**config.mk**
```make
export PLATFORM = sky130hd
export DESIGN_NAME = acc_top
export DESIGN_NICKNAME = d
export VERILOG_FILES = /design/src/design/acc_pkg.sv /design/src/design/acc_clk_div.sv /design/src/design/acc_top.sv
export SDC_FILE = /design/constraint.sdc
export NUM_CORES = 1
export LEC_CHECK = 0
export ABC_AREA = 0
export BUFFER_PORTS_ARGS = -buffer_cell sky130_fd_sc_hd__buf_2
export CORE_UTILIZATION = 50
export CTS_BUF_LIST = sky130_fd_sc_hd__clkbuf_16
export CTS_CLUSTER_DIAMETER = 50
export DETAILED_ROUTE_END_ITERATION = 12
export HOLD_SLACK_MARGIN = 0.03
export PLACE_DENSITY = 0.73
export SLEW_MARGIN = 20
export SYNTH_ARGS = -nofsm -noshare
export SYNTH_HDL_FRONTEND = slang
export SYNTH_SLANG_ARGS = --single-unit
```
**constraint.sdc**
```tcl
create_clock -name ref_clk_in -period 4.78 [get_ports ref_clk_in]
set_input_delay 0.478 -clock ref_clk_in [delete_from_list [all_inputs] [get_ports ref_clk_in]]
set_output_delay 0.478 -clock ref_clk_in [all_outputs]
set_load 0.02 [all_outputs]
```
**src/design/acc_pkg.sv**
```systemverilog
// constants and types shared by the converter control block
package acc_pkg;
  localparam int ADDR_W = 3;
  localparam int DATA_W = 8;
  localparam int RES_W = 12;
  localparam int PINS = 8;
  localparam int CNT_W = 6;

  // register offsets
  localparam logic [2:0] REG_CTRL0 = 3'h0;
  localparam logic [2:0] REG_CTRL1 = 3'h1;
  localparam logic [2:0] REG_SENSOR = 3'h2;
  localparam logic [2:0] REG_RES_HI = 3'h3;
  localparam logic [2:0] REG_RES_LO = 3'h4;
  localparam logic [2:0] REG_PSEL_LO = 3'h5;
  localparam logic [2:0] REG_PSEL_HI = 3'h6;
  localparam logic [2:0] REG_INT = 3'h7;

  // conv_ctrl_zero fields
  localparam int B_START = 7;
  localparam int B_BUSY = 6;
  localparam int B_POWER = 5;
  localparam int B_CHAN = 0;
  localparam int W_CHAN = 4;
  // conv_ctrl_one fields
  localparam int B_FMT = 7;
  localparam int B_REFS = 6;
  localparam int B_CLKSEL = 0;
  localparam int W_CLKSEL = 3;
  // sensor control fields
  localparam int B_TSE = 0;
  localparam int B_PTAT = 1;
  localparam int B_GAIN = 2;
  localparam int B_DESEL = 3;
  // interrupt control fields
  localparam int B_FLAG = 0;
  localparam int B_ADE = 1;
  localparam int B_EMI = 2;

  // pin function code that hands a pin to the converter
  localparam logic [1:0] PIN_FUNC_ANALOG = 2'h3;
  localparam int PIN_FUNC_W = 2;

  // reference selection codes driven to the core
  localparam logic [1:0] REF_PIN = 2'h0;
  localparam logic [1:0] REF_SUPPLY = 2'h1;
  localparam logic [1:0] REF_SENSOR = 2'h2;

  // phase lengths in converter clock cycles
  localparam logic [CNT_W-1:0] SAMPLE_EXT = 6'h04;
  localparam logic [CNT_W-1:0] CONV_CYC = 6'h0c;
  localparam logic [CNT_W-1:0] TOTAL_EXT = 6'h10;
  localparam logic [CNT_W-1:0] TOTAL_TEMP = 6'h38;
  localparam logic [CNT_W-1:0] SAMPLE_TEMP = TOTAL_TEMP - CONV_CYC;
  localparam logic [CNT_W-1:0] CNT_ONE = 6'h01;
  localparam logic [CNT_W-1:0] CNT_ZERO = 6'h00;

  localparam int DIV_W = 7;
  localparam logic [DIV_W-1:0] DIV_ONE = 7'h01;

  typedef enum logic [2:0] {
    ACC_IDLE = 3'b001,
    ACC_SAMPLE = 3'b010,
    ACC_CONVERT = 3'b100
  } acc_state_e;
endpackage

```
**src/design/acc_clk_div.sv**
```systemverilog
// converter clock divider: power-of-two tick from the system clock
`timescale 1ns/100ps
module acc_clk_div
  import acc_pkg::*;
(
  input wire logic ref_clk_in, // system clock
  input wire logic rst_n_in, // async reset, active low
  input wire logic enable_in, // converter powered
  input wire logic [acc_pkg::W_CLKSEL-1:0] sel_in, // 0 undivided .. 7 /128
  output logic tick_out // one-cycle converter clock tick
);
  import acc_pkg::*;

  typedef struct packed {
    logic [DIV_W-1:0] cnt;
    logic tick;
  } acc_div_s;

  acc_div_s s_r;
  acc_div_s s_nxt;
  logic [DIV_W-1:0] mask;

  always_comb begin
    mask = DIV_W'((DIV_ONE << sel_in) - DIV_ONE);
    s_nxt = s_r;
    if (!enable_in) begin
      s_nxt.cnt = '0;
      s_nxt.tick = 1'b0;
    end else begin
      s_nxt.tick = ((s_r.cnt & mask) == mask);
      s_nxt.cnt = DIV_W'(s_r.cnt + DIV_ONE);
    end
  end

  always_ff @(posedge ref_clk_in or negedge rst_n_in) begin
    if (!rst_n_in) begin
      s_r <= '0;
    end else begin
      s_r <= s_nxt;
    end
  end

  assign tick_out = s_r.tick;
endmodule

```
**src/design/acc_top.sv**
```systemverilog
// converter control: registers, pin override, sequencing, results
//
// What this block does
// - analog pin selection disables other pin functions
// - analog pin drops its pull-up
// - analog pin ignores port direction setting
// - reference from pin, supply or sensor
// - sample 4 cycles (44 for temperature), then convert 12
// - external conversion takes 16 converter cycles
// - temperature conversion takes 56 converter cycles
// - converter clock from system clock by select
// - format bit sets result alignment
// - start bit low-high-low begins conversion
// - busy high during conversion, result after
// - power bit clear switches converter off
// - result twelve bits, full scale all ones
// - select 000 undivided up to /128
// - completion sets request flag, raises interrupt
//
// Design decisions made here: the address-and-strobe port and the register offsets.
`timescale 1ns/100ps
module acc_top
  import acc_pkg::*;
(
  input wire logic ref_clk_in, // 40 MHz system clock
  input wire logic rst_n_in, // async reset, active low
  input wire logic [acc_pkg::ADDR_W-1:0] reg_addr_in, // register address
  input wire logic [acc_pkg::DATA_W-1:0] reg_wdata_in, // write data
  input wire logic reg_wr_in, // write strobe
  input wire logic reg_rd_in, // read strobe
  output logic [acc_pkg::DATA_W-1:0] reg_rdata_out, // read data, next cycle
  output logic conv_irq_out, // converter interrupt level
  input wire logic [acc_pkg::PINS-1:0] port_oe_in, // port direction, 1 out
  input wire logic [acc_pkg::PINS-1:0] port_pullup_in, // software pull-ups
  input wire logic [acc_pkg::PINS-1:0] port_data_in, // port output data
  output logic [acc_pkg::PINS-1:0] pin_oe_out, // pin drive enable
  output logic [acc_pkg::PINS-1:0] pin_data_out, // pin drive data
  output logic [acc_pkg::PINS-1:0] pin_pullup_out, // pull-up connect
  output logic [acc_pkg::PINS-1:0] pin_analog_out, // pin routed to converter
  input wire logic [acc_pkg::RES_W-1:0] core_result_in, // core result word
  output logic core_power_out, // analog core power
  output logic core_sample_out, // sampling phase
  output logic core_convert_out, // conversion phase
  output logic core_ext_en_out, // external input routed
  output logic core_temp_en_out, // sensor signal routed
  output logic [2:0] core_channel_out, // external or sensor channel
  output logic [1:0] core_ref_sel_out, // reference source code
  output logic core_ref_ptat_out, // sensor ref source bit
  output logic core_ref_gain_out, // sensor ref gain bit
  output logic conv_tick_out // converter clock tick
);
  import acc_pkg::*;

  typedef struct packed {
    acc_state_e st;
    logic [CNT_W-1:0] cnt;
    logic temp;
    logic start;
    logic power;
    logic [W_CHAN-1:0] chan;
    logic fmt;
    logic refs;
    logic [W_CLKSEL-1:0] clksel;
    logic temp_sensor_route;
    logic ptat;
    logic gain;
    logic desel;
    logic [PINS*PIN_FUNC_W/2-1:0] psel_lo;
    logic [PINS*PIN_FUNC_W/2-1:0] psel_hi;
    logic flag;
    logic ade;
    logic global_int_enable;
    logic [RES_W-1:0] res;
    logic [DATA_W-1:0] rdata;
    logic irq;
    logic [PINS-1:0] pin_oe;
    logic [PINS-1:0] pin_do;
    logic [PINS-1:0] pin_pu;
    logic [PINS-1:0] pin_an;
    logic sample;
    logic convert;
    logic ext_en;
    logic temp_en;
    logic [2:0] ch;
    logic [1:0] ref_sel;
    logic tick;
  } acc_state_s;

  acc_state_s s_r;
  acc_state_s s_nxt;
  logic tick;
  logic wr;
  logic launch;
  logic done;
  logic busy;
  logic sensor_sel;
  logic [CNT_W-1:0] sample_len;
  logic [PINS*PIN_FUNC_W-1:0] psel_all;
  logic [2*DATA_W-1:0] res_al;

  // true when a pin's function code hands it to the converter
  function automatic logic pin_is_analog(
    input logic [PINS*PIN_FUNC_W-1:0] sel,
    input int idx
  );
    pin_is_analog = (sel[idx*PIN_FUNC_W +: PIN_FUNC_W] == PIN_FUNC_ANALOG);
  endfunction

  // result alignment for the high and low bytes
  function automatic logic [2*DATA_W-1:0] align_result(
    input logic [RES_W-1:0] r,
    input logic fmt
  );
    if (fmt) begin
      align_result = {4'h0, r};
    end else begin
      align_result = {r, 4'h0};
    end
  endfunction

  acc_clk_div u_div (
    .ref_clk_in(ref_clk_in),
    .rst_n_in(rst_n_in),
    .enable_in(s_r.power),
    .sel_in(s_r.clksel),
    .tick_out(tick)
  );

  always_comb begin
    s_nxt = s_r;
    wr = reg_wr_in;
    busy = (s_r.st != ACC_IDLE);
    psel_all = {s_r.psel_hi, s_r.psel_lo};
    res_al = align_result(s_r.res, s_r.fmt);
    sample_len = s_r.temp ? SAMPLE_TEMP : SAMPLE_EXT;
    sensor_sel = s_r.temp_sensor_route && s_r.chan[W_CHAN-1];
    done = 1'b0;
    launch = 1'b0;

    // register writes
    if (wr) begin
      unique case (reg_addr_in)
        REG_CTRL0: begin
          s_nxt.start = reg_wdata_in[B_START];
          s_nxt.power = reg_wdata_in[B_POWER];
          s_nxt.chan = reg_wdata_in[B_CHAN +: W_CHAN];
          // falling edge of the start bit while powered
          launch = s_r.start && !reg_wdata_in[B_START] &&
                   reg_wdata_in[B_POWER];
        end
        REG_CTRL1: begin
          s_nxt.fmt = reg_wdata_in[B_FMT];
          s_nxt.refs = reg_wdata_in[B_REFS];
          s_nxt.clksel = reg_wdata_in[B_CLKSEL +: W_CLKSEL];
        end
        REG_SENSOR: begin
          s_nxt.temp_sensor_route = reg_wdata_in[B_TSE];
          s_nxt.ptat = reg_wdata_in[B_PTAT];
          s_nxt.gain = reg_wdata_in[B_GAIN];
          s_nxt.desel = reg_wdata_in[B_DESEL];
        end
        REG_PSEL_LO: s_nxt.psel_lo = reg_wdata_in;
        REG_PSEL_HI: s_nxt.psel_hi = reg_wdata_in;
        REG_INT: begin
          if (!reg_wdata_in[B_FLAG]) begin
            s_nxt.flag = 1'b0;
          end
          s_nxt.ade = reg_wdata_in[B_ADE];
          s_nxt.global_int_enable = reg_wdata_in[B_EMI];
        end
        default: begin
        end
      endcase
    end

    // conversion sequencer
    unique case (s_r.st)
      ACC_IDLE: begin
      end
      ACC_SAMPLE: begin
        if (tick) begin
          if (s_r.cnt == sample_len - CNT_ONE) begin
            s_nxt.st = ACC_CONVERT;
            s_nxt.cnt = CNT_ZERO;
          end else begin
            s_nxt.cnt = CNT_W'(s_r.cnt + CNT_ONE);
          end
        end
      end
      ACC_CONVERT: begin
        if (tick) begin
          if (s_r.cnt == CONV_CYC - CNT_ONE) begin
            done = 1'b1;
            s_nxt.st = ACC_IDLE;
            s_nxt.cnt = CNT_ZERO;
            s_nxt.res = core_result_in;
          end else begin
            s_nxt.cnt = CNT_W'(s_r.cnt + CNT_ONE);
          end
        end
      end
    endcase

    if (launch) begin
      // a new start also restarts a conversion under way
      s_nxt.st = ACC_SAMPLE;
      s_nxt.cnt = CNT_ZERO;
      s_nxt.temp = sensor_sel;
    end
    if (!s_nxt.power) begin
      s_nxt.st = ACC_IDLE;
      s_nxt.cnt = CNT_ZERO;
    end
    if (done && s_nxt.power) begin
      s_nxt.flag = 1'b1;
    end

    // read data, registered for the next cycle
    s_nxt.rdata = '0;
    if (reg_rd_in) begin
      unique case (reg_addr_in)
        REG_CTRL0: begin
          s_nxt.rdata[B_START] = s_r.start;
          s_nxt.rdata[B_BUSY] = busy;
          s_nxt.rdata[B_POWER] = s_r.power;
          s_nxt.rdata[B_CHAN +: W_CHAN] = s_r.chan;
        end
        REG_CTRL1: begin
          s_nxt.rdata[B_FMT] = s_r.fmt;
          s_nxt.rdata[B_REFS] = s_r.refs;
          s_nxt.rdata[B_CLKSEL +: W_CLKSEL] = s_r.clksel;
        end
        REG_SENSOR: begin
          s_nxt.rdata[B_TSE] = s_r.temp_sensor_route;
          s_nxt.rdata[B_PTAT] = s_r.ptat;
          s_nxt.rdata[B_GAIN] = s_r.gain;
          s_nxt.rdata[B_DESEL] = s_r.desel;
        end
        REG_RES_HI: begin
          s_nxt.rdata = res_al[DATA_W +: DATA_W];
        end
        REG_RES_LO: begin
          s_nxt.rdata = res_al[0 +: DATA_W];
        end
        REG_PSEL_LO: s_nxt.rdata = s_r.psel_lo;
        REG_PSEL_HI: s_nxt.rdata = s_r.psel_hi;
        REG_INT: begin
          s_nxt.rdata[B_FLAG] = s_r.flag;
          s_nxt.rdata[B_ADE] = s_r.ade;
          s_nxt.rdata[B_EMI] = s_r.global_int_enable;
        end
      endcase
    end

    s_nxt.irq = s_nxt.flag && s_nxt.ade && s_nxt.global_int_enable;

    // pin override
    for (int i = 0; i < PINS; i++) begin
      s_nxt.pin_an[i] = pin_is_analog(psel_all, i);
      s_nxt.pin_oe[i] = !pin_is_analog(psel_all, i) && port_oe_in[i];
      s_nxt.pin_do[i] = !pin_is_analog(psel_all, i) && port_data_in[i];
      s_nxt.pin_pu[i] = !pin_is_analog(psel_all, i) && port_pullup_in[i];
    end

    // analog core controls
    s_nxt.sample = (s_nxt.st == ACC_SAMPLE);
    s_nxt.convert = (s_nxt.st == ACC_CONVERT);
    s_nxt.ext_en = s_nxt.power && !s_nxt.temp_sensor_route;
    s_nxt.temp_en = s_nxt.power && s_nxt.temp_sensor_route && s_nxt.chan[W_CHAN-1];
    s_nxt.ch = s_nxt.chan[2:0];
    if (!s_nxt.desel) begin
      s_nxt.ref_sel = REF_SENSOR;
    end else if (s_nxt.refs) begin
      s_nxt.ref_sel = REF_SUPPLY;
    end else begin
      s_nxt.ref_sel = REF_PIN;
    end
    // no stray tick from the divider once power drops
    s_nxt.tick = tick && s_nxt.power;
  end

  always_ff @(posedge ref_clk_in or negedge rst_n_in) begin
    if (!rst_n_in) begin
      s_r <= '0;
      s_r.st <= ACC_IDLE;
    end else begin
      s_r <= s_nxt;
    end
  end

  assign reg_rdata_out = s_r.rdata;
  assign conv_irq_out = s_r.irq;
  assign pin_oe_out = s_r.pin_oe;
  assign pin_data_out = s_r.pin_do;
  assign pin_pullup_out = s_r.pin_pu;
  assign pin_analog_out = s_r.pin_an;
  assign core_power_out = s_r.power;
  assign core_sample_out = s_r.sample;
  assign core_convert_out = s_r.convert;
  assign core_ext_en_out = s_r.ext_en;
  assign core_temp_en_out = s_r.temp_en;
  assign core_channel_out = s_r.ch;
  assign core_ref_sel_out = s_r.ref_sel;
  assign core_ref_ptat_out = s_r.ptat;
  assign core_ref_gain_out = s_r.gain;
  assign conv_tick_out = s_r.tick;
endmodule

```
## Yosys cells after proc, flatten, opt, wreduce, memory -nomap -nowiden

Cells that the tools add are included.

- Memory bits (writable): 0
- ROM bits: 0
- Word-level logic and storage cells: 152
- Memories: 0
- Register bits after elaboration: 115
- Output and inout bits: 54
- Latch bits: 0
- Input bits: 51

- Reductions and logical operators: 52
- Equality and inequality tests: 26
- Multiply operators: 0
- Shifts and indexed selects: 1
- Muxes and demuxes: 34
- Magnitude comparators: 0
- Div/mod/pow operators: 0
- Add/subtract/negate cells: 4
- Bitwise gates (word level): 1

Operator list:

| kind | number |
|---|---|
| $logic_and 1x1->1 | 34 |
| $mux 33 | 1 |
| $mux 8 | 4 |
| $mux 9 | 3 |
| $pmux 3 s8 | 1 |
| $eq 3x3->1 const B | 6 |
| $mux 6 | 3 |
| $pmux 9 s2 | 1 |
| $eq 2x2->1 const B | 8 |
| $mux 16 | 1 |
| $eq 3x2->1 const B | 4 |
| $pmux 2 s6 | 1 |
| $logic_not 1->1 | 10 |
| $mux 10 | 1 |
| $mux 5 | 2 |
| $reduce_and 2->1 | 5 |
| $mux 3 | 3 |
| $mux 1 | 8 |
| $ne 4x3->1 const B | 2 |
| $add 7x1->7 const B | 1 |
| $and 7x7->7 | 1 |
| $eq 7x7->1 | 1 |
| $shl 1x3->7 const A | 1 |
| $sub 7x1->7 const B | 1 |
| 14 further kinds | 15 |

## Depth between registers and ports, before layout

Gate-level depths: netlist of the first run.

- Depth after elaboration: 9
- Gate-level depth with buffers: 6
- Depth with buffers taken out: 6

## Modules after synthesis

From an unflattened synthesis of the first run, not the netlist that was laid out.

- Cells, all modules: 449
- Area, all modules: 5188.7 um^2

By module, submodules not included:

| module | area an instance (um^2) | cells an instance | times used | seq. area each (um^2) |
|---|---|---|---|---|
| acc_top | 4803.4 | 411 | 1 | 2603.7 |
| acc_clk_div | 385.4 | 38 | 1 | 200.2 |

## Worst setup path after synthesis of the first run

Ideal clock, no wire load.

- Path type: input to register
- Start: input reg_addr_in[2] (netlist bit)
- End: register s_r, in the netlist conv_irq_out
- Setup slack: 2.876 ns
- Arrival time: 1.784 ns
- Library setup time: 0.120 ns
- Data required time: 4.660 ns
- Stages: 5
- Buffers on the path: 1
- Path through: buf_6 -> nor4b_4 -> mux2i_1 -> o41ai_2 -> and3_1

RTL lines:

| item | RTL line | RTL |
|---|---|---|
| start: declaration | acc_top.sv:27 | `input wire logic [acc_pkg::ADDR_W-1:0] reg_addr_in,` |
| end signal: assignment | acc_top.sv:287 | `s_r <= s_nxt;` |
| end: declaration | acc_top.sv:89 | `acc_state_s s_r;` |

==> results of run 1 <==
[final cells by class]
class | count | area share, %
clock buffer | 9 | 3.864
clock inverter | 7 | 0.9661
inverter | 21 | 1.353
multi-input combinational | 273 | 33.56
sequential | 112 | 48.11
tap | 136 | 2.920
timing repair buffer | 106 | 9.231
[worst max-delay path by stage]
stage | from | end | slack [ns]
after CTS | reg_addr_in[1] | core_temp_en_out | 2.72
after detailed placement | reg_addr_in[1] | core_temp_en_out | 2.35
after global placement | reg_addr_in[1] | core_temp_en_out | 2.39
after floorplan | reg_addr_in[2] | conv_irq_out | 2.88
final | reg_addr_in[1] | core_temp_en_out | 2.67
after global routing | reg_addr_in[1] | core_temp_en_out | 2.59
[critical path, delay by kind of cell]
family	cells	cell delay, ns
mux	1	0.39
simple gates	3	1.13
buf+inv	1	0.35
[routing by layer]
layer  GRT usage [%]  up-vias  part of all wire (%)
met3           3.509       20                   5.2
met5               0        -                     0
met4           9.184        0                   2.1
met1           27.14     1749                    44
met2           33.21      120                    49
li1                -     1688                     -
[layout by cell type, fill, tap and decap left out, types with 5 or more instances in the layout]
cell,count
sky130_fd_sc_hd__and2_1,30
sky130_fd_sc_hd__and3_1,5
sky130_fd_sc_hd__dfrtp_1,111
sky130_fd_sc_hd__nor2_1,16
sky130_fd_sc_hd__nor2b_1,10
sky130_fd_sc_hd__o21ai_0,15
sky130_fd_sc_hd__nor3_1,7
sky130_fd_sc_hd__mux2i_1,12
sky130_fd_sc_hd__a21oi_1,19
sky130_fd_sc_hd__nand3_1,12
sky130_fd_sc_hd__a211oi_1,6
sky130_fd_sc_hd__buf_2,103
sky130_fd_sc_hd__a22o_1,7
sky130_fd_sc_hd__nand2b_1,5
sky130_fd_sc_hd__mux2_2,40
sky130_fd_sc_hd__inv_1,24
sky130_fd_sc_hd__xnor2_1,7
sky130_fd_sc_hd__nand2_1,30
sky130_fd_sc_hd__clkbuf_16,9
[per-stage QoR]
stage,setup WS [ns],cell area (um2)
global route,2.593,5828
detailed placement,2.349,5547
global placement,2.393,5547
finish,2.673,5828
floorplan,2.876,5251
CTS,2.718,5828
[logic make-up after synthesis]
logic type / share of synthesized area [%]
flip-flops: 53.40
AND/OR/NAND/NOR: 14.65
AO/OA/AOI/OAI: 9.507
multiplexers: 10.86
adder cells (fa/ha/maj): 0.7149
buffers and inverters: 9.364
XOR/XNOR: 1.501
[state kept, by name, summed over array words and instances, names as in the netlist]
| name | flops |
|---|---|
| s_r | 35 |
| psel_all | 16 |
| pin_analog_out | 8 |
| pin_data_out | 8 |
| pin_oe_out | 8 |
| pin_pullup_out | 8 |
| reg_rdata_out | 8 |
| u_div.s_r | 7 |
| core_channel_out | 2 |
| core_ref_sel_out | 2 |
| conv_irq_out | 1 |
| conv_tick_out | 1 |
| core_convert_out | 1 |
| core_ext_en_out | 1 |
| core_power_out | 1 |
| core_ref_gain_out | 1 |
| core_ref_ptat_out | 1 |
| core_sample_out | 1 |
| core_temp_en_out | 1 |
| u_div.tick_out | 1 |
[power breakdown]
part	switching, mW	internal (mW)
combinational	0.247	0.173
sequential	0.0933	1.07
clock	0.316	0.397
==> out/summary.md, run 1 <==
The path class of the lowest-slack min-delay path was input port to async pin. The element type at the critical path start was an input port. The average footprint of a synthesized cell was 11.22 um2.

The run gives 0 as the overall overflow remaining after global route. The worst register-to-register path ends at s_r[53]. The leakage power summed over all cells is 2.855 nW, and the worst reg2reg path depth is 5. In the post-synthesis netlist, the biggest area contributors are sky130_fd_sc_hd__dfrtp_1 53%, sky130_fd_sc_hd__mux2_2 8.6%, sky130_fd_sc_hd__buf_4 6.4%.

The tools report the net total in the final layout as 577. The number of violations reported at the end of detailed-routing iteration 0 was 194. The clock insertion delay at the later pin of the skew report was 0.35 ns. After synthesis, flip-flops and latches occupy 53.40% of the total area. Setup repair after global routing left no endpoint under its margin. The max-slew violation count is 0. The logs give 0.1779 mV for the peak supply drop and 0 for the final count of negative-setup-slack endpoints. The area growth from synthesis to layout is 10.98%. The number of synthesized flops with an enable pin came out at 0.

In the post-synthesis netlist, the cell with the most instances is sky130_fd_sc_hd__dfrtp_1. Once placement completed, the tool counted placed cells totaling 648. For the sum of net half-perimeters after detailed placement, the log shows 7785 um. Across all hold checks on the routed design, the worst slack comes to 0.2336 ns. After the flow finishes, the layout carries non-filler instances totaling 664. Summed over all layers, the routed wires come to 10760 um. The die area is 10920 um2. The largest net degree at the start of global routing came out at 69. The run finished with clean final reports.

The yosys synthesis warning count is 0, and the mean number of vias per cell is 5.387. In the synthesized netlist the async set-or-reset flop fraction comes to 100.0%. The reg-to-reg critical path startpoint is s_r[98]. The main flop type after synthesis is sky130_fd_sc_hd__dfrtp_1.

The number of global-route vias before repair came out at 3517. Sorting the synthesized cells by how often they occur yields 111 x sky130_fd_sc_hd__dfrtp_1, 45 x sky130_fd_sc_hd__buf_4, 40 x sky130_fd_sc_hd__mux2_2. The number of rows created at floorplan is 37, and the area occupied by registers is 2804 um2. The cell with the largest stage delay on the worst path was sky130_fd_sc_hd__nor2b_1.

The number of gates resized after cts was 0. The number of nets handed over by synthesis was 522. The clock period could shrink to 2.107 ns.

The largest single stage delay on the critical path is 0.55 ns. The total negative setup slack is 0 ns. The number of max-cap violations was 0. For this run, design rule violations remaining after detail routing come to 0. The run gives 2.86 ns as the slack of the worst reg-to-reg path. The post-route clock skew came out at 0.009119 ns. Derived from the worst setup path, the maximum achievable clock frequency is 474.7 MHz.

After clock tree synthesis, the flow added hold-fix buffers numbering 0. The biggest area consumer among synthesized cells was sky130_fd_sc_hd__dfrtp_1. The final route contains 3577 vias. At the end of routability-driven placement, the weighted congestion stood at 0.8544.

The number of buffer cells added on primary ports was 104. The die is 104.5 um tall. After clock tree synthesis, the clock-pin slew on the worst setup and hold paths is 0.07 ns. Horizontal die dimension: 104.5 um. The synthesized design devotes to its leading area cell type 52.89% of total area.

The initial antenna violation count was 0. The number of sinks driven by the clock tree was 112; the final core utilization was 56.96%. Counting flops and latches in the post-synthesis netlist gives 112.

TritonCTS built the clock tree. The logs give 871 for the filler cell count in the final layout and 105 for the number of top-level pins. In the final routed layout, each cell accounts on average for 16.21 um. The H-tree generated during clock tree synthesis spans 3 levels. The synthesized area is 5251 um2, and the measured slew at the worst slew-check pin is 0.8246 ns. The wire length of the first global-routing pass was 17220 um. The tools report the critical path endpoint category as a flop. For the worst setup path, the data required time is 5.02 ns. The number of failing hold endpoints at the final stage came out at 0. The critical path goes through buf_2 -> nor2b_1 -> and3b_1 -> mux2_2 -> and3_1.

For the total setup buffers inserted after CTS, the log shows 0. For this configuration, the core starts out at a cell density of 51.33%. Of the available clock period, the critical path in the final layout requires 44.07%. Power spread over the standard cell area amounts to 393.8 nW/um2.

0 antenna diodes ended up in the layout. Synthesis produced a netlist whose cell count is 468. Along the worst path, the maximum fanout reaches 21.

The post-detailed-route count of antenna-violating nets is 0. The number of unique standard cell types used by synthesis came out at 59. The tree is rooted in a sky130_fd_sc_hd__clkbuf_16. The data arrival at the endpoint of the critical path came out at 2.35 ns.

Sum of internal, switching and leakage power: 2.295 mW. The run gives 9 as the number of clock buffers inserted by TritonCTS. The longest clock path from root to sink contains 2 buffers. Detailed-routing iteration count for the pre-antenna-repair pass: 5. The worst setup path is of the input port to flop kind.

In this run the standard cell core region covers 10230 um2. The combined global-route utilization of all metal layers came out at 20.53%. The worst slew margin relative to its limit was 45.03%. Cells with a size suffix above 1 make up 31.06% of the layout.

In the final layout, the multi-input gates occupy 1956 um2.
No activity file was read; power rests on OpenSTA's default activity.
==> inputs of run 2 (changes only) <==
clock period = 2.2 ns   (was 4.78 ns; I/O delays follow)
==> out/summary.md, run 2 (synthesis gave the netlist of run 1 again) <==
The run gives 34.9% (was 31.1%) as the clock group share of total power. The type of the worst setup path was flop to flop (was input port to flop). The critical path endpoint category is a flop (unchanged).

The die area is 10920 um2 (unchanged). The tools report the number of sinks driven by the clock tree as 112 (unchanged). The initial cell density of the core is 51.33% (unchanged), and the height of the die is 104.5 um (unchanged). The mean number of vias per cell works out to 5.467 (was 5.387). The largest net degree at the start of global routing was 49 (was 69); the register clock-pin slew on the reported worst setup and hold paths was 0.07 ns (about the same).

The logs give 1 (was 0) for the number of hold buffers added after cts and 0 (unchanged) for the final count of negative-setup-slack endpoints. For the detailed-route wire length, the log shows 11430 um (was 10760 um). The data arrival at the endpoint of the critical path is 2.21 ns (was 2.35 ns).

The clock insertion delay at the later pin of the skew report was 0.35 ns (about the same); the worst reg2reg path depth was 5 (unchanged). The post-route clock skew is 0.007925 ns (was 0.009119 ns), and the flip-flop count of the largest register after layout is 35 (unchanged). The run gives 5 (unchanged) as the detailed-routing iteration count for the pre-antenna-repair pass. The clock root buffer master was sky130_fd_sc_hd__clkbuf_16 (unchanged). The buffer and inverter count on the worst path is 0 (was 1), and the measured slew at the worst slew-check pin is 0.6291 ns (was 0.8246 ns). The layout-stage area growth over the synthesis result was 13.91% (was 10.98%). The cell family contributing the most delay on the critical path was compound AO/OA/AOI/OAI gates (was simple AND/OR/NAND/NOR gates).

Upper clock frequency limit: 518.6 MHz. The max-slew violation count is 0 (unchanged), and the longest individual stage delay on the worst path is 0.50 ns (was 0.55 ns). The logs give 0 (unchanged) for the number of max-cap violations and 3685 (was 3577) for the count of vias placed by the detailed router. Peak supply drop: 0.4318 mV (was 0.1779 mV).

Ordered list of cells on the worst path: ha_1 -> nor4bb_1 -> o2111ai_1 -> a21oi_1 -> o2111a_1 (was buf_2 -> nor2b_1 -> and3b_1 -> mux2_2 -> and3_1). Element type at the critical path start: a flop (was an input port). The run gives 0 (unchanged) as the post-detailed-route DRC marker count. The run gives 3 (unchanged) as the number of levels the H-tree was split into. The worst slew margin relative to its limit is 57.97% (was 45.03%).

Net total in the final layout: 587 (was 577). The total setup buffers inserted after CTS is 0 (unchanged), and the number of clock buffers inserted by TritonCTS is 9 (unchanged). The layout cell share with drive strength beyond 1 works out to 33.09% (was 31.06%). For the data required time of the critical path, the log shows 2.48 ns (was 5.02 ns).

The number of buffer cells added on primary ports was 104 (unchanged); the horizontal die dimension was 104.5 um (unchanged). The number of violations reported at the end of detailed-routing iteration 0 is 210 (was 194). The number of rows created at floorplan is 37 (unchanged), and the logic depth of the worst setup path including buffers is 5 (unchanged). The number of antenna repair diodes was 0 (unchanged). The critical-path maximum fanout is 5 (was 21). The wire length of the first global-routing pass is 18550 um (was 17220 um), and the leakage power summed over all cells is 2.929 nW (was 2.855 nW). The post-placement cell area is 5627 um2 (was 5547 um2), and the final period demand of the worst path is 1.928 ns. The tools report the part of the total power dissipated in sequential elements as 47.5% (was 50.6%). Setup repair after global routing left no endpoint under its margin. The run gives 0.9389 (was 0.8544) as the weighted congestion reported at the end of routability-driven placement. The logs give 105 (unchanged) for the number of top-level pins and 0 (unchanged) for the number of gates resized after cts. Cell with the largest stage delay on the worst path: sky130_fd_sc_hd__nor4bb_1 (was sky130_fd_sc_hd__nor2b_1). For the placeable core region, the log shows 10230 um2 (unchanged). The run gives 3.822 mW (was 1.639 mW) as the internal power of the cells. The register with the most flip-flops is s_r (unchanged). The worst hold path was traced through 2 stages. The number of failing hold endpoints at the final stage is 0 (unchanged). Of the available clock period, the critical path in the final layout requires 87.65%. The most common library cell in the layout ignoring fill and taps was sky130_fd_sc_hd__dfrtp_1 (unchanged).

The routed wirelength normalized by instance count is 16.96 um (was 16.21 um), and the slack of the worst reg-to-reg path is 0.27 ns (was 2.86 ns). Combined global-route utilization of all metal layers: 22.04% (was 20.53%). For the total negative setup slack, the log shows 0 ns (unchanged). The run gives 1.484 mW (was 656.3 uW) as the switching component of the power. The total power density per cell area came out at 887.0 nW/um2 (was 393.8 nW/um2).

The number of buffers on the longest clock path was 2 (unchanged). The path class of the lowest-slack min-delay path was input port to flop (was input port to async pin). The post-detailed-route count of antenna-violating nets was 0 (unchanged); the net switching fraction of the power was 27.97% (was 28.60%). The post-route cell area was 5982 um2 (was 5828 um2). The number of global-route vias before repair was 3681 (was 3517); the overall overflow remaining after global route was 0 (unchanged). The sum of net half-perimeters after detailed placement came out at 8344 um (was 7785 um). The run finished with clean final reports. TritonCTS built the clock tree.

The initial antenna violation count was 0 (unchanged). Highest-count cells in the layout ignoring fill and taps: 111 x sky130_fd_sc_hd__dfrtp_1, 103 x sky130_fd_sc_hd__buf_2, 40 x sky130_fd_sc_hd__mux2_2 (unchanged). The tools report the combinational share of power as 17.7% (was 18.3%).
==> run 2: final timing paths <==
path                              startpoint           endpoint
max                                  s_r[98]   core_convert_out
min                        port_pullup_in[5]  pin_pullup_out[5]
max reg2reg                          s_r[98]   core_convert_out
min reg2reg                     u_div.s_r[1]       u_div.s_r[1]
max in group asynchronous           rst_n_in    pin_data_out[7]
min in group asynchronous           rst_n_in  pin_analog_out[2]
==> run 2: power by group through the flow <==
stage | clock, mW | sequential (mW) | combinational [mW]
final | 1.85 | 2.52 | 0.937
after global routing | 1.97 | 2.55 | 1.02
after CTS | 1.89 | 2.51 | 0.949
after detailed placement | 0 | 2.55 | 0.943
after global placement | 0 | 2.54 | 0.914
after floorplan | 0 | 2.50 | 0.763
==> run 2: area by class of cell <==
| cell class | count | area [um2] |
|---|---|---|
| timing repair buffer | 116 | 628.1 |
| tap | 136 | 170.2 |
| clock buffer | 9 | 225.2 |
| multi-input combinational | 273 | 1956 |
| fill | 871 | 4249 |
| clock inverter | 7 | 120.1 |
| inverter | 21 | 78.83 |
| sequential | 112 | 2804 |
==> run 2: per-stage QoR <==
stage          instances  util [%]  hold WS [ns]  setup slack, ns  total power [mW]
2_1_floorplan        468         -      -0.07559           0.3750             3.260
3_3_place_gp         657     55.00        0.2588           0.3320             3.457
3_5_place_dp         657     55.00        0.2618           0.2515             3.496
4_1_cts              674     58.47       0.06661           0.3193             5.349
5_1_grt              674     58.47       0.07052           0.1186             5.545
6_report             674     58.47       0.06952           0.2717             5.306
==> run 2: worst register-to-register path: cells and delay by family (launching register included) <==
kind / cells / cell delay [ns]
compound gates: 3 / 0.73
fa+ha+maj: 1 / 0.24
flops: 1 / 0.39
simple gates: 1 / 0.50
==> run 2: metal layers <==
| layer | GRT usage [%] | part of all wire [%] |
|---|---|---|
| met5 | 0 | 0 |
| met4 | 10.31 | 3.0 |
| met3 | 3.634 | 5.1 |
| met2 | 35.76 | 49 |
| met1 | 28.89 | 43 |
==> inputs of run 3 (changes only) <==
ABC_AREA = 1   (was 0)
PLACE_DENSITY = 0.72   (was 0.73)
==> out/summary.md, run 3 <==
Register with the most flip-flops: s_r (unchanged). The critical-path maximum fanout is 17 (was 5), and the layout-stage area growth over the synthesis result is 12.05% (was 13.91%). The main combinational cell family by area after synthesis is simple AND/OR/NAND/NOR gates (unchanged).

The complex-gate fraction of the synthesized area was 9.459% (was 9.507%). The flip-flop count of the largest register after layout was 35 (unchanged); the area share of the largest cell type after synthesis was 52.24% (was 52.89%). Critical path endpoint category: a flop (unchanged).

Post-route clock skew: 0.009392 ns (was 0.007925 ns). For the combined global-route utilization of all metal layers, the log shows 21.93% (was 22.04%). The number of clock buffers inserted by TritonCTS was 9 (unchanged). Clock root buffer master: sky130_fd_sc_hd__clkbuf_16 (unchanged). The horizontal die dimension came out at 105.1 um (was 104.5 um). Layout cell share with drive strength beyond 1: 24.78% (was 33.09%). The tools report the worst slack on hold paths as 0.07686 ns (was 0.06952 ns).

The final count of negative-setup-slack endpoints is 0 (unchanged), and the number of buffer cells added on primary ports is 104 (unchanged). The height of the die came out at 105.1 um (was 104.5 um). The tools report the worst setup slack before clock tree synthesis as 0.5347 ns (was 0.2515 ns).

Most common library cell in the layout ignoring fill and taps: sky130_fd_sc_hd__nand2_1 (was sky130_fd_sc_hd__dfrtp_1). The most utilized layer in the global route result is met2 (unchanged). The largest net degree at the start of global routing came out at 40 (was 49).

Path class of the lowest-slack min-delay path: input port to flop (unchanged). The clock insertion delay at the later pin of the skew report came out at 0.35 ns (about the same). The adder-cell area share of the yosys netlist is 0.7059% (was 0.7148%), and the synthesized instance count is 610 (was 468).

The post-route cell area was 5958 um2 (was 5982 um2). The run gives 2 (unchanged) as the number of buffers on the longest clock path. The placeable core region is 10320 um2 (was 10230 um2). For the initial cell density of the core, the log shows 51.51% (was 51.33%). The run gives 0.8977 (was 0.9389) as the weighted congestion reported at the end of routability-driven placement. Total negative setup slack: 0 ns (unchanged). Largest cells by area after synthesis: sky130_fd_sc_hd__dfrtp_1 52%, sky130_fd_sc_hd__nand2_1 10%, sky130_fd_sc_hd__buf_4 6.5% (was sky130_fd_sc_hd__dfrtp_1 53%, sky130_fd_sc_hd__mux2_2 8.6%, sky130_fd_sc_hd__buf_4 6.4%). The number of max-cap violations came out at 0 (unchanged). The proportion of register bits with asynchronous set or reset after synthesis is 100.0% (unchanged). For the met1 track demand over resource, the log shows 28.34% (was 28.89%). The post-placement cell area was 5658 um2 (was 5627 um2).

Main flop type after synthesis: sky130_fd_sc_hd__dfrtp_1 (unchanged). The number of rows created at floorplan was 37 (unchanged); the post-detailed-route count of antenna-violating nets was 0 (unchanged). Number of violations reported at the end of detailed-routing iteration 0: 221 (was 210).

For the sum of net half-perimeters after detailed placement, the log shows 8446 um (was 8344 um). The number of global-route vias before repair came out at 3962 (was 3681). The measured slew at the worst slew-check pin came out at 0.6189 ns (was 0.6291 ns). The tools report the number of levels the H-tree was split into as 3 (unchanged). Biggest area consumer among synthesized cells: sky130_fd_sc_hd__dfrtp_1 (unchanged). The fraction of synthesized cell area in xor and xnor cells came out at 0.1647% (was 1.501%). For the number of failing hold endpoints at the final stage, the log shows 0 (unchanged).

The synthesized area is 5318 um2 (was 5251 um2). The sum of internal, switching and leakage power is 4.906 mW (was 5.306 mW). Detailed-routing iteration count for the pre-antenna-repair pass: 6 (was 5). The number of synthesized flops with an enable pin came out at 0 (unchanged).

The wire length of the first global-routing pass is 18620 um (was 18550 um). The run gives 0 (unchanged) as the max-slew violation count. The average footprint of a synthesized cell came out at 8.717 um2 (was 11.22 um2). Most used standard cells in the synthesized netlist: 147 x sky130_fd_sc_hd__nand2_1, 111 x sky130_fd_sc_hd__dfrtp_1, 79 x sky130_fd_sc_hd__inv_1 (was 111 x sky130_fd_sc_hd__dfrtp_1, 45 x sky130_fd_sc_hd__buf_4, 40 x sky130_fd_sc_hd__mux2_2). The flow ran to the end, and the final reports show no timing, DRC or antenna violations. The dominant cell by count in the synthesized netlist was sky130_fd_sc_hd__nand2_1 (was sky130_fd_sc_hd__dfrtp_1). The flip-flop and latch count after synthesis is 112 (unchanged). The register clock-pin slew on the reported worst setup and hold paths is 0.07 ns (about the same).

Minimum setup slack in the final design: 0.4929 ns (was 0.2717 ns). TritonCTS built the clock tree. The logs give 52.73% (was 53.40%) for the register area share after synthesis and 11260 um (was 11430 um) for the detailed-route wire length. The tools report the initial antenna violation count as 1 (was 0). The net total in the final layout was 731 (was 587); the filler cell count in the final layout was 929 (was 871).

For the global routing usage on met3, the log shows 3.743% (was 3.634%). The element type at the critical path start is a flop (unchanged). The run gives 585.8 MHz (was 518.6 MHz) as the upper clock frequency limit. Post-detailed-route DRC marker count: 0 (unchanged). The run gives 105 (unchanged) as the number of top-level pins. The simple-gate portion of the synthesized area came out at 21.81% (was 14.65%). Highest-count cells in the layout ignoring fill and taps: 147 x sky130_fd_sc_hd__nand2_1, 111 x sky130_fd_sc_hd__dfrtp_1, 103 x sky130_fd_sc_hd__buf_2 (was 111 x sky130_fd_sc_hd__dfrtp_1, 103 x sky130_fd_sc_hd__buf_2, 40 x sky130_fd_sc_hd__mux2_2).

The run gives 34 (was 59) as the number of unique standard cell types used by synthesis. The data required time of the critical path was 2.48 ns (about the same); the number of sinks driven by the clock tree was 112 (unchanged). The type of the worst setup path is flop to flop (unchanged). The run gives 0 (unchanged) as the overall overflow remaining after global route. The die area was 11050 um2 (was 10920 um2). The routed wirelength normalized by instance count works out to 13.75 um (was 16.96 um). Fraction of synthesized area in multiplexers: 1.906% (was 10.86%). The total power density per cell area came out at 823.4 nW/um2 (was 887.0 nW/um2). The logs give 0.3625 mV (was 0.4318 mV) for the peak supply drop and 0 (unchanged) for the yosys synthesis warning count.

The run gives 58.30% (was 57.97%) as the worst slew margin relative to its limit. The count of vias placed by the detailed router is 4067 (was 3685). Setup repair after global routing left no endpoint under its margin. The final critical-path share of the clock period is 77.60% (was 87.65%). The net count after synthesis is 664 (was 522), and the data arrival at the endpoint of the critical path is 1.98 ns (was 2.21 ns). The leakage power summed over all cells is 3.197 nW (was 2.929 nW), and the routing usage on met2 is 35.86% (was 35.76%).

The mean number of vias per cell came out at 4.966 (was 5.467). The final period demand of the worst path works out to 1.707 ns (was 1.928 ns).
-- run 3: cell count changes in the layout (fill, tap and decap cells not counted), sizes merged, moves of 6 or more --
| cell | previous run | this run |
|---|---|---|
| nor2 | 16 | 68 |
| nand3 | 12 | 24 |
| mux2i | 12 | 0 |
| o21ai | 15 | 49 |
| nand2 | 30 | 153 |
| xnor2 | 7 | 0 |
| buf | 115 | 108 |
| a22o | 7 | 0 |
| nor2b | 10 | 0 |
| mux2 | 40 | 9 |
| and2 | 30 | 2 |
| inv | 21 | 84 |
| a211oi | 6 | 0 |
-- run 3: cells by family (layout without fill, tap and decap cells) --
group           count (synthesis)  count (layout)
flops                         112             112
simple gates                  269             269
xor+xnor                        1               1
mux                             9               9
other cells                     0               1
buf+inv                       135             207
compound gates                 81              81
fa+ha+maj                       3               3
-- run 3: cell type report --
class | instances | area [um2] | area share [%]
repair buffers | 109 | 575.6 | 9.660
well taps | 136 | 170.2 | 2.856
flip-flops and latches | 112 | 2804 | 47.06
diodes | 1 | 2.502 | 0.04200
clock inverters | 7 | 62.56 | 1.050
multi-input cells | 363 | 1810 | 30.39
clock buffers | 9 | 225.2 | 3.780
inverters | 82 | 307.8 | 5.166
-- run 3: final timing paths --
check | cells past startpoint | startpoint | slack (ns) | to
hold reg to reg | 2 | s_r[89] | 0.50 | s_r[89]
hold / removal | 3 | port_pullup_in[4] | 0.08 | pin_pullup_out[4]
max in group asynchronous | 3 | rst_n_in | 1.15 | pin_data_out[1]
setup reg to reg | 8 | s_r[98] | 0.49 | core_convert_out
setup / recovery | 8 | s_r[98] | 0.49 | core_convert_out
min in group asynchronous | 2 | rst_n_in | 0.38 | s_r[99]
-- run 3: power breakdown --
part	leakage, nW	total [mW]	internal (mW)	switching (mW)
registers	1.42	2.44	2.28	0.158
clock network	0.142	1.59	0.873	0.719
logic	1.63	0.876	0.303	0.573
total	3.20	4.91	3.46	1.45
-- run 3: stage by stage --
step	utilization (%)	instances
after floorplan	-	610
after global placement	54.81	801
after detailed placement	54.81	801
after CTS	57.69	818
after global routing	57.71	819
final	57.71	819
-- run 3: repair_timing --
item / in CTS / in global routing
hold buffers: 1 / 0
endpoints found under the hold margin: 34 / 0
buffers inserted: 0 / 0
resized for setup: 0 / 0
-- run 3: worst max-delay path, cell delays in order, from the launching register on --
cell and delay (ns):
sky130_fd_sc_hd__dfrtp_1 0.42, sky130_fd_sc_hd__ha_1 0.26, sky130_fd_sc_hd__nand3_1 0.09, sky130_fd_sc_hd__nor2_1 0.07, sky130_fd_sc_hd__nand2_2 0.28, sky130_fd_sc_hd__nand2_1 0.11
sky130_fd_sc_hd__a21oi_1 0.23, sky130_fd_sc_hd__nand2_1 0.09, sky130_fd_sc_hd__nor2_1 0.09
-- run 3: per-layer routing --
layer	up-vias	routed length, um
li1	2013	-
met1	1896	4885
met2	133	5509
met3	25	559
met4	0	304
met5	-	0
